===== src/hdl/clock_breakpoint_params.svh =====
// Offsets, fields and timing counts for the clock breakpoint debug block.
// Included by the package and the design; definitions only.
`ifndef CLOCK_BREAKPOINT_PARAMS_SVH
`define CLOCK_BREAKPOINT_PARAMS_SVH
`define NUM_DOMAINS        4
`define ADDR_W             4
`define CMD_OFFSET         4'h0
`define DELAY_OFFSET       4'h1
`define MON_TIME_OFFSET    4'h2
`define STATUS_OFFSET      4'h3
`define EVENT_OFFSET       4'h4
`define FREQ_OFFSET        4'h5
`define CMD_OP_LSB         0
`define CMD_ALL_BIT        4
`define CMD_DOM_LSB        8
`define CLK_MHZ            200
`define MON_UNIT_US        100
`define MON_UNIT_CYCLES    (`MON_UNIT_US * `CLK_MHZ)
`endif


===== src/hdl/clock_breakpoint_pkg.sv =====
// Types shared by the clock breakpoint debug block.
// Assumes the params header is on the include path.
`include "clock_breakpoint_params.svh"
package clock_breakpoint_pkg;
    typedef enum logic [2:0] {
        OP_NONE   = 3'h0,
        OP_ARM    = 3'h1,
        OP_HALT   = 3'h2,
        OP_PLAY   = 3'h3,
        OP_STEP   = 3'h4,
        OP_RESET  = 3'h5,
        OP_EVENT  = 3'h6,
        OP_FREQ   = 3'h7
    } op_t;
    typedef enum logic [1:0] {
        ST_RUN    = 2'h0,
        ST_ARMED  = 2'h1,
        ST_DELAY  = 2'h3,
        ST_HALTED = 2'h2
    } unit_state_t;
    typedef struct packed {
        logic [`ADDR_W-1:0] addr;
        logic [31:0]        wdata;
        logic               wr;
        logic               rd;
    } reg_req_t;
endpackage : clock_breakpoint_pkg


===== src/hdl/clock_breakpoint_debug.sv =====
// Clock breakpoint debug block: per-domain clock gating units, event
// counter and frequency monitor on the first probe channel.
// Assumes one 200 MHz mclk for control and one gated line per domain.
//
// Overview of operation
// - One gating unit per user clock domain
// - Single or all-domain mode in every unit
// - Armed unit halts on next probe rise
// - Halt waits programmed delay 0..255 cycles
// - Forced halt ignores the delay count
// - Armed unit refuses arm, play and step
// - Halt on command without a trigger
// - All-domain halt, play and step walk domains in order
// - Halting one domain leaves others running
// - Play releases the gate, state kept
// - Step passes exactly one clock cycle
// - Reset command disarms units any time
// - New single domain discards old settings
// - Event counter counts probe rising edges
// - Stop counter to get final count
// - Frequency monitor reports megahertz
// - Measurement ends after monitor time
// - Monitor reset clears frequency to zero when idle
// - Second probe channel drives nothing
// - Halt within one domain cycle
//
// Design decisions made here: the address-and-strobe port and the address map.
`timescale 1ns/1ps
`include "clock_breakpoint_params.svh"
module clock_breakpoint_debug (
    input  wire logic                      mclk,
    input  wire logic                      rst_b,
    input  wire logic [`ADDR_W-1:0]        addr,
    input  wire logic [31:0]               wdata,
    input  wire logic                      wr,
    input  wire logic                      rd,
    output logic      [31:0]               rdata,
    input  wire logic                      probe_a,
    input  wire logic                      probe_b,
    output logic      [`NUM_DOMAINS-1:0]   gate_en
);
    localparam int ND = `NUM_DOMAINS;

    clock_breakpoint_pkg::reg_req_t        req;
    assign req = '{addr: addr, wdata: wdata, wr: wr, rd: rd};

    // Probe synchroniser; probe_b deliberately unused
    logic                                  pa_s1_q;
    logic                                  pa_s2_q;
    logic                                  pa_s3_q;
    logic                                  pa_rise;
    always_ff @(posedge mclk or negedge rst_b)
    begin
        if (!rst_b)
        begin
            pa_s1_q <= 1'b0;
            pa_s2_q <= 1'b0;
            pa_s3_q <= 1'b0;
        end
        else
        begin
            pa_s1_q <= probe_a;
            pa_s2_q <= pa_s1_q;
            pa_s3_q <= pa_s2_q;
        end
    end
    assign pa_rise = pa_s2_q & ~pa_s3_q;

    // Command decode
    logic                                  cmd_wr;
    clock_breakpoint_pkg::op_t             cmd_op;
    logic                                  cmd_all;
    logic [1:0]                            cmd_dom;
    assign cmd_wr  = req.wr && (req.addr == `CMD_OFFSET);
    assign cmd_op  = clock_breakpoint_pkg::op_t'(req.wdata[`CMD_OP_LSB +: 3]);
    assign cmd_all = req.wdata[`CMD_ALL_BIT];
    assign cmd_dom = req.wdata[`CMD_DOM_LSB +: 2];

    logic                                  all_mode_q;
    logic [1:0]                            sel_dom_q;
    logic [7:0]                            delay_q;
    always_ff @(posedge mclk or negedge rst_b)
    begin
        if (!rst_b)
        begin
            all_mode_q <= 1'b0;
            sel_dom_q  <= 2'h0;
            delay_q    <= 8'h00;
        end
        else
        begin
            if (cmd_wr && (cmd_op != clock_breakpoint_pkg::OP_NONE))
            begin
                all_mode_q <= cmd_all;
                sel_dom_q  <= cmd_dom;
            end
            if (req.wr && (req.addr == `DELAY_OFFSET))
                delay_q <= req.wdata[7:0];
        end
    end

    // Domain change in single mode discards old domain's settings
    logic                                  dom_change;
    assign dom_change = cmd_wr && !cmd_all && !all_mode_q && (cmd_dom != sel_dom_q)
                        && (cmd_op != clock_breakpoint_pkg::OP_NONE);

    // All-domain sequencer: one domain per cycle in index order
    logic                                  seq_busy_q;
    logic [1:0]                            seq_idx_q;
    clock_breakpoint_pkg::op_t             seq_op_q;
    logic                                  any_armed;
    always_ff @(posedge mclk or negedge rst_b)
    begin
        if (!rst_b)
        begin
            seq_busy_q <= 1'b0;
            seq_idx_q  <= 2'h0;
            seq_op_q   <= clock_breakpoint_pkg::OP_NONE;
        end
        else if (seq_busy_q)
        begin
            seq_idx_q <= seq_idx_q + 2'h1;
            if (seq_idx_q == 2'(ND - 1))
                seq_busy_q <= 1'b0;
        end
        else if (cmd_wr && cmd_all && (cmd_op inside {clock_breakpoint_pkg::OP_HALT,
                 clock_breakpoint_pkg::OP_PLAY, clock_breakpoint_pkg::OP_STEP}))
        begin
            seq_busy_q <= 1'b1;
            seq_idx_q  <= 2'h0;
            seq_op_q   <= cmd_op;
        end
    end

    // Per-domain gating units
    clock_breakpoint_pkg::unit_state_t     st_q [ND];
    logic [7:0]                            cnt_q [ND];
    logic [ND-1:0]                         gate_q;
    logic [ND-1:0]                         armed_v;
    genvar g;
    generate
        for (g = 0; g < ND; g++)
        begin : g_unit
            logic                          tgt;
            logic                          hit;
            clock_breakpoint_pkg::op_t     op;
            assign tgt = cmd_wr && (cmd_all || (cmd_dom == 2'(g)));
            assign hit = seq_busy_q && (seq_idx_q == 2'(g));
            assign op  = hit ? seq_op_q : ((tgt && !cmd_all) ? cmd_op
                                           : clock_breakpoint_pkg::OP_NONE);
            assign armed_v[g] = (st_q[g] == clock_breakpoint_pkg::ST_ARMED) ||
                                (st_q[g] == clock_breakpoint_pkg::ST_DELAY);
            always_ff @(posedge mclk or negedge rst_b)
            begin
                if (!rst_b)
                begin
                    st_q[g]   <= clock_breakpoint_pkg::ST_RUN;
                    cnt_q[g]  <= 8'h00;
                    gate_q[g] <= 1'b1;
                end
                else if ((tgt && cmd_op == clock_breakpoint_pkg::OP_RESET) ||
                         (dom_change && sel_dom_q == 2'(g)))
                begin
                    st_q[g]   <= clock_breakpoint_pkg::ST_RUN;
                    cnt_q[g]  <= 8'h00;
                    gate_q[g] <= 1'b1;
                end
                else if (tgt && cmd_op == clock_breakpoint_pkg::OP_ARM && !armed_v[g])
                begin
                    st_q[g]   <= clock_breakpoint_pkg::ST_ARMED;
                    cnt_q[g]  <= delay_q;
                    gate_q[g] <= 1'b1;
                end
                else if (op == clock_breakpoint_pkg::OP_HALT)
                begin
                    st_q[g]   <= clock_breakpoint_pkg::ST_HALTED;
                    gate_q[g] <= 1'b0;
                end
                else
                begin
                    case (st_q[g])
                        clock_breakpoint_pkg::ST_ARMED:
                        begin
                            if (pa_rise)
                            begin
                                if (cnt_q[g] == 8'h00)
                                begin
                                    st_q[g]   <= clock_breakpoint_pkg::ST_HALTED;
                                    gate_q[g] <= 1'b0;
                                end
                                else
                                    st_q[g] <= clock_breakpoint_pkg::ST_DELAY;
                            end
                        end
                        clock_breakpoint_pkg::ST_DELAY:
                        begin
                            cnt_q[g] <= cnt_q[g] - 8'h01;
                            if (cnt_q[g] == 8'h01)
                            begin
                                st_q[g]   <= clock_breakpoint_pkg::ST_HALTED;
                                gate_q[g] <= 1'b0;
                            end
                        end
                        clock_breakpoint_pkg::ST_HALTED:
                        begin
                            if (op == clock_breakpoint_pkg::OP_PLAY)
                            begin
                                st_q[g]   <= clock_breakpoint_pkg::ST_RUN;
                                gate_q[g] <= 1'b1;
                            end
                            else if (op == clock_breakpoint_pkg::OP_STEP)
                                gate_q[g] <= 1'b1;
                            else
                                gate_q[g] <= 1'b0;
                        end
                        clock_breakpoint_pkg::ST_RUN:
                            gate_q[g] <= 1'b1;
                        default:
                            st_q[g] <= clock_breakpoint_pkg::ST_RUN;
                    endcase
                end
            end
        end
    endgenerate
    assign any_armed = |armed_v;

    // Gate enable from flops; gating cell latches it on the low phase
    always_ff @(posedge mclk or negedge rst_b)
    begin
        if (!rst_b)
            gate_en <= {ND{1'b1}};
        else
            gate_en <= gate_q;
    end

    // Event counter
    logic                                  ev_run_q;
    logic [31:0]                           ev_cnt_q;
    always_ff @(posedge mclk or negedge rst_b)
    begin
        if (!rst_b)
        begin
            ev_run_q <= 1'b0;
            ev_cnt_q <= 32'h0000_0000;
        end
        else if (cmd_wr && cmd_op == clock_breakpoint_pkg::OP_EVENT)
        begin
            ev_run_q <= req.wdata[`CMD_ALL_BIT];
            if (req.wdata[`CMD_ALL_BIT])
                ev_cnt_q <= 32'h0000_0000;
        end
        else if (ev_run_q && pa_rise)
            ev_cnt_q <= ev_cnt_q + 32'h0000_0001;
    end

    // Frequency monitor: MHz = edges / (N units * unit length in us)
    logic                                  fm_run_q;
    logic [15:0]                           fm_time_q;
    logic [15:0]                           fm_ms_q;
    logic [31:0]                           fm_tick_q;
    logic [31:0]                           fm_edges_q;
    logic [31:0]                           fm_result_q;
    logic                                  fm_done_q;
    always_ff @(posedge mclk or negedge rst_b)
    begin
        if (!rst_b)
            fm_time_q <= 16'h0001;
        else if (req.wr && (req.addr == `MON_TIME_OFFSET) && !fm_run_q)
            fm_time_q <= (req.wdata[15:0] == 16'h0000) ? 16'h0001 : req.wdata[15:0];
    end
    always_ff @(posedge mclk or negedge rst_b)
    begin
        if (!rst_b)
        begin
            fm_run_q    <= 1'b0;
            fm_ms_q     <= 16'h0000;
            fm_tick_q   <= 32'h0000_0000;
            fm_edges_q  <= 32'h0000_0000;
            fm_result_q <= 32'h0000_0000;
            fm_done_q   <= 1'b0;
        end
        else if (cmd_wr && cmd_op == clock_breakpoint_pkg::OP_FREQ && !fm_run_q)
        begin
            if (req.wdata[`CMD_ALL_BIT])
            begin
                fm_run_q   <= 1'b1;
                fm_done_q  <= 1'b0;
                fm_ms_q    <= 16'h0000;
                fm_tick_q  <= 32'h0000_0000;
                fm_edges_q <= 32'h0000_0000;
            end
            else
            begin
                fm_result_q <= 32'h0000_0000;
                fm_done_q   <= 1'b0;
            end
        end
        else if (fm_run_q)
        begin
            if (pa_rise)
                fm_edges_q <= fm_edges_q + 32'h0000_0001;
            if (fm_tick_q == 32'(`MON_UNIT_CYCLES - 1))
            begin
                fm_tick_q <= 32'h0000_0000;
                fm_ms_q   <= fm_ms_q + 16'h0001;
                if (fm_ms_q + 16'h0001 == fm_time_q)
                begin
                    fm_run_q    <= 1'b0;
                    fm_done_q   <= 1'b1;
                    // Integer MHz; divider sits off the critical path at 200 MHz
                    fm_result_q <= fm_edges_q /
                                   (32'(fm_time_q) * 32'(`MON_UNIT_US));
                end
            end
            else
                fm_tick_q <= fm_tick_q + 32'h0000_0001;
        end
    end

    // Read port, data one cycle after strobe
    always_ff @(posedge mclk or negedge rst_b)
    begin
        if (!rst_b)
            rdata <= 32'h0000_0000;
        else if (req.rd)
        begin
            case (req.addr)
                `DELAY_OFFSET:    rdata <= {24'h000000, delay_q};
                `MON_TIME_OFFSET: rdata <= {16'h0000, fm_time_q};
                `STATUS_OFFSET:   rdata <= {16'h0000, 2'h0, sel_dom_q, all_mode_q,
                                            seq_busy_q, any_armed, ev_run_q, fm_run_q,
                                            fm_done_q, 2'h0, gate_q};
                `EVENT_OFFSET:    rdata <= ev_cnt_q;
                `FREQ_OFFSET:     rdata <= fm_result_q;
                default:          rdata <= 32'h0000_0000;
            endcase
        end
        else
            rdata <= 32'h0000_0000;
    end
endmodule : clock_breakpoint_debug


===== config.mk =====
export PLATFORM = sky130hd
export DESIGN_NAME = clock_breakpoint_debug
export DESIGN_NICKNAME = d
export VERILOG_FILES = /design/src/hdl/clock_breakpoint_pkg.sv /design/src/hdl/clock_breakpoint_debug.sv
export VERILOG_INCLUDE_DIRS = /design/src /design/src/hdl
export SDC_FILE = /design/constraint.sdc
export NUM_CORES = 2
export LEC_CHECK = 0
export ABC_AREA = 1
export BUFFER_PORTS_ARGS = -buffer_cell sky130_fd_sc_hd__buf_2
export CAP_MARGIN = 25
export CORE_UTILIZATION = 43
export DETAILED_ROUTE_END_ITERATION = 7
export SLEW_MARGIN = 30
export SYNTH_ARGS = -nofsm -noshare
export SYNTH_HDL_FRONTEND = slang
export SYNTH_SLANG_ARGS = --single-unit

===== constraint.sdc =====
create_clock -name mclk -period 110.7 [get_ports mclk]
set_input_delay 5.535 -clock mclk [delete_from_list [all_inputs] [get_ports mclk]]
set_output_delay 5.535 -clock mclk [all_outputs]
set_load 0.02 [all_outputs]

# After elaboration in Yosys (flattened, before gate mapping)
# Cells that the tools add are included.
[word_totals]
latchBits = 0
memories = 0
ram_bits = 0
romBits = 0
output_inout_bits = 36
input_bits = 42
register_bits = 263
wordCells = 359
[op_classes]
n_addsub = 9
n_lt_le_gt_ge = 0
n_mux = 127
shift = 0
n_bitwise = 3
multipliers = 1
n_div = 1
n_reduce_logical = 111
n_eq_ne = 75
[ops]
columns = ["op", "count"]
rows = [
  ["$mux W32", 15],
  ["$pmux W32 S5", 1],
  ["$mux W8", 16],
  ["$add A32 B1 Y32 const B", 3],
  ["$mux W16", 5],
  ["$mux W2", 26],
  ["$mux W1", 48],
  ["$logic_and A1 B1 Y1", 43],
  ["$ne A5 B1 Y1 const B", 8],
  ["$div A32 B23 Y32", 1],
  ["$eq A32 B15 Y1 const B", 1],
  ["$eq A8 B1 Y1 const B", 4],
  ["$logic_not A8 Y1", 4],
  ["$sub A8 B1 Y8 const B", 4],
  ["$eq A3 B2 Y1 const B", 10],
  ["$eq A2 B2 Y1 const B", 14],
  ["$eq A3 B3 Y1 const B", 8],
  ["$mux W3", 8],
  ["$pmux W2 S3", 4],
  ["$reduce_bool A6 Y1", 4],
  ["$mul A16 B5 Y21 const B", 1],
  ["$reduce_and A3 Y1", 7],
  ["$ne A5 B2 Y1 const B", 4],
  ["$ne A5 B5 Y1 const B", 4],
  ["other kinds (24)", 84],
]

# Longest topological paths before layout
[depth]
word_depth = 13
mapped_depth = 747
ltp_nobuf = 711

# Worst setup path after synthesis
# Ideal clock, no wire load.
[synth_path]
path_type = "register to register"
from = "register fm_time_q[1]"
to = "register fm_result_q[0]"
stages_incl_launch_ff = 719
setup_time_ps = 116
path_buffers = 38
arrival_ps = 87031
slack_ps = 23553
synth_period_minus_slack_ps = 87147
path_cell_list = "dfrtp_1 > inv_1 > ha_1 > ha_1 > inv_1 > fa_1 > inv_1 > ha_1 > buf_4 > nand2_1 > nand3_1 > nand2_1 > nand2_1 > inv_1 > nand2_1 > nor2_1 > nand2_4 > inv_2 > (+683 left out) > nand2_1 > a21oi_1 > o21bai_1 > a21o_1 > a21oi_1 > nor3_1 > o211ai_1 > nand2_1 > nand3_1 > a21oi_1 > o211ai_1 > nand2_1 > a21oi_1 > nand3_1 > nor3_2 > nand3_1 > nand2_1 > nand2_1"
[synth_between]
elab_chain_len = 6
word_cells_on_any_way = 9
[synth_rtl]
columns = ["element", "line_no", "rtl"]
rows = [
  ["from (decl)", "clock_breakpoint_debug.sv:258", "logic [15:0] fm_time_q;"],
  ["from (signal assigned)", "clock_breakpoint_debug.sv:269", "fm_time_q <= (req.wdata[15:0] == 16'h0000) ? 16'h0001 : req.wdata[15:0];"],
  ["$mul A16 B5 Y21", "clock_breakpoint_debug.sv:312", "(32'(fm_time_q) * 32'(`MON_UNIT_US));"],
  ["$div A32 B23 Y32", "clock_breakpoint_debug.sv:311", "fm_result_q <= fm_edges_q /"],
  ["$mux W32", "clock_breakpoint_debug.sv:306", "if (fm_ms_q + 16'h0001 == fm_time_q)"],
  ["$mux W32", "clock_breakpoint_debug.sv:302", "if (fm_tick_q == 32'(`MON_UNIT_CYCLES - 1))"],
  ["$mux W32", "clock_breakpoint_debug.sv:298", "else if (fm_run_q)"],
  ["$mux W32", "clock_breakpoint_debug.sv:282", "else if (cmd_wr && cmd_op == clock_breakpoint_pkg::OP_FREQ && !fm_run_q)"],
  ["to (signal assigned)", "clock_breakpoint_debug.sv:311", ""],
  ["to (decl)", "clock_breakpoint_debug.sv:262", "logic [31:0] fm_result_q;"],
]
# Several ways; a longest one is shown, not always the timed one. The select of a mux whose other input is x is not followed.
# A chain may end at the register's enable or synchronous reset.

==> results.toml <==
[outcome]
status = "complete, no violations"

[synthesis]
syn-cell-area_um2 = 36700
yosysTopAreaCellShare_pct = 17.3
synth.distinct_cells = 76
synthCells = 5557
syn_area_per_cell_um2 = 6.61
synth_seq_area_share_pct = 17.9
synth_nets = 6101
synthArstFlopShare_pct = 100
yosys-top-cells-area = "dfrtp_1, ha_1, nand2_1"
yosysWarnings = 0
synth_seq_cells = 263
synth_edf_count = 0
synth_top_area_cell = "dfrtp_1"
synth-main-ff-cell = "dfrtp_1"

[cells_and_area]
fin_area_um2 = 39300
mostFrequentLayoutCells = "nand2_1, inv_1, ha_1, nor2_1, o21ai_0"
area_delta_synth_final_pct = 7.02
final_common_cell = "nand2_1"
finalNetCount = 6099
drive_gt1_share_pct = 8.52

[route]
post_drt_wl_per_cell_um = 15.0
first_iter_violations = 2186
vias = 35121
drc = 0
routed_wl_um = 101000
ant_nets = 0
drtPass1Iterations = 6
routed_via_density = 5.23

[worst_setup_path]
worstSetupPathType = "reg2reg"
cp-start-kind = "flop"
reg2reg_slack_ns = 12.78
cp.arrival_ns = 98.38
critPathMaxStageDelay_ns = 0.51
crit_path_end_kind = "flop"
critical-path-slowest-cell = "dfrtp_1"
worstPathMaxFanout = 36
crit_buf_inv = 224
critPathCapture = "fm_result_q[0]$_DFFE_PN0P_"
regToRegEndpoint = "fm_result_q[0]$_DFFE_PN0P_"
crit_required_ns = 111.16
crit_start = "fm_time_q[1]$_DFFE_PN0P_"
reg2reg_depth = 705
cp_common_cell = "nand2_1"
r2r-start = "fm_time_q[1]$_DFFE_PN0P_"
crit_cells = 930
cp_top_family = "compound AO/OA/AOI/OAI gates"

[clocking]
path_clk_slew_ns = 0.06
clk_latency_ns = 0.59
numCtsBuffers = 28
clk_path_buf_depth = 3
h-tree-depth = 1
cts_tree = "built"
clock-sinks = 263
cts_root_buffer = "clkbuf_16"

[timing]
finClkSkew_ns = 0.0290
finalWorstSetupSlack_ns = 12.78
layout_min_cycle_time_ns = 97.92
hold_ws_ns = 0.340
final-setup-viol-count = 0
hold_viol = 0
rsz0062_at_grt = "no"
max_freq_ghz = 0.0102
tightest_slew_ns = 0.942
slew_headroom_pct = 36.8
final.setup.tns_ns = 0
timing.final.crit_share_pct = 88.5
drv_slew = 0

[placed_design]
dp_worst_setup_slack_ns = 8.50
place_area_um2 = 38100
gp_congestion = 0.905
hpwlAfterDp_um = 79700
port_buffers = 60

[flow_run]
maxCapViolCount = 0

[floorplan]
die_area_um2 = 86600
die_y_um = 294
io_pins = 78
num_rows = 106
die_x_um = 294
core_area_um2 = 84100
start_util_pct = 43.7

[global_route]
antenna_found_initial = 1
grt_pass1_vias = 32927
grt_pass1_wl_um = 168000
grt_max_degree = 157
grt_usage_pct = 23.4
overflow = 0

[worst_hold_path]
holdCritPathClass = "reg2reg"
## sequential cells by signal, indices dropped and copies added (netlist names), 2 cells and up
name	flops
fm_edges_q	32
fm_tick_q	32
fm_ms_q	16
fm_result_q	32
gate_en	4
seq_idx_q	2
seq_op_q	3
delay_q	8
sel_dom_q	2
fm_time_q	16
gate_q	4
cnt_q	32
ev_cnt_q	32
st_q	8
rdata	32
## cell type report
type | count | area (um2)
clock buffer | 36 | 812
tap | 1134 | 1420
timing repair inverter | 2 | 10.0
inverter | 869 | 3290
multi-input combinational | 4284 | 26300
timing repair buffer | 107 | 679
antenna | 1 | 2.50
sequential | 263 | 6590
fill | 8711 | 44800
clock inverter | 16 | 191
## logic make-up after synthesis
family | count (synthesis) | share of synthesized area (%)
AO/OA/AOI/OAI | 1107 | 17.9
XOR/XNOR | 319 | 7.61
adder cells (fa/ha/maj) | 502 | 17.3
buffers and inverters | 1010 | 10.7
flip-flops | 263 | 17.9
multiplexers | 1 | 0.0307
AND/OR/NAND/NOR | 2355 | 28.6
## how the worst min path moves through the flow
stage,start,to,slack [ns],cells past startpoint
5_1_grt,pa_s1_q$_DFF_PN0_,pa_s2_q$_DFF_PN0_,0.37,0
2_1_floorplan,pa_s1_q$_DFF_PN0_,pa_s2_q$_DFF_PN0_,0.33,0
3_5_place_dp,pa_s1_q$_DFF_PN0_,pa_s2_q$_DFF_PN0_,0.33,0
3_3_place_gp,pa_s1_q$_DFF_PN0_,pa_s2_q$_DFF_PN0_,0.34,0
4_1_cts,pa_s1_q$_DFF_PN0_,pa_s2_q$_DFF_PN0_,0.35,0
6_report,pa_s1_q$_DFF_PN0_,pa_s2_q$_DFF_PN0_,0.34,0
## layer usage
metal  global-route usage (%)  share of wire [%]  vias up
li1                         -                  -    18377
met1                     33.5                 51    16066
met2                     38.8                 44      580
met3                     2.07                4.2       98
met4                     2.90                1.3        0
met5                        0                  0        -
## synth_stat cells, types with 33 or more instances
| master | n |
|---|---|
| nand2_1 | 1277 |
| inv_1 | 830 |
| ha_1 | 491 |
| nor2_1 | 390 |
| o21ai_0 | 386 |
| a21oi_1 | 354 |
| dfrtp_1 | 254 |
| xor2_1 | 227 |
| nand3_1 | 226 |
| nor3_1 | 109 |
| clkbuf_1 | 104 |
| xnor2_1 | 92 |
| nand4_1 | 85 |
| or2_2 | 58 |
| o22ai_1 | 45 |
| a21oi_2 | 43 |
| nand2_2 | 42 |
| o21bai_1 | 36 |
| inv_2 | 33 |
| o21ai_1 | 33 |
## stage by stage
step | instances | utilization, %
4_1_cts | 6702 | 46.5
3_5_place_dp | 6650 | 45.4
6_report | 6712 | 46.7
3_3_place_gp | 6650 | 45.3
5_1_grt | 6711 | 46.7
2_1_floorplan | 5557 | -
## repair_timing
item,in CTS,in global routing
gates resized for setup,0,28
hold buffers,0,0
setup buffers,0,7
endpoints found under the hold margin,0,0
setup endpoints to repair,0,2
Power is left out: the tool's default activity adds up to more than one toggle a clock period on the data nets, which glitch-free logic cannot reach.
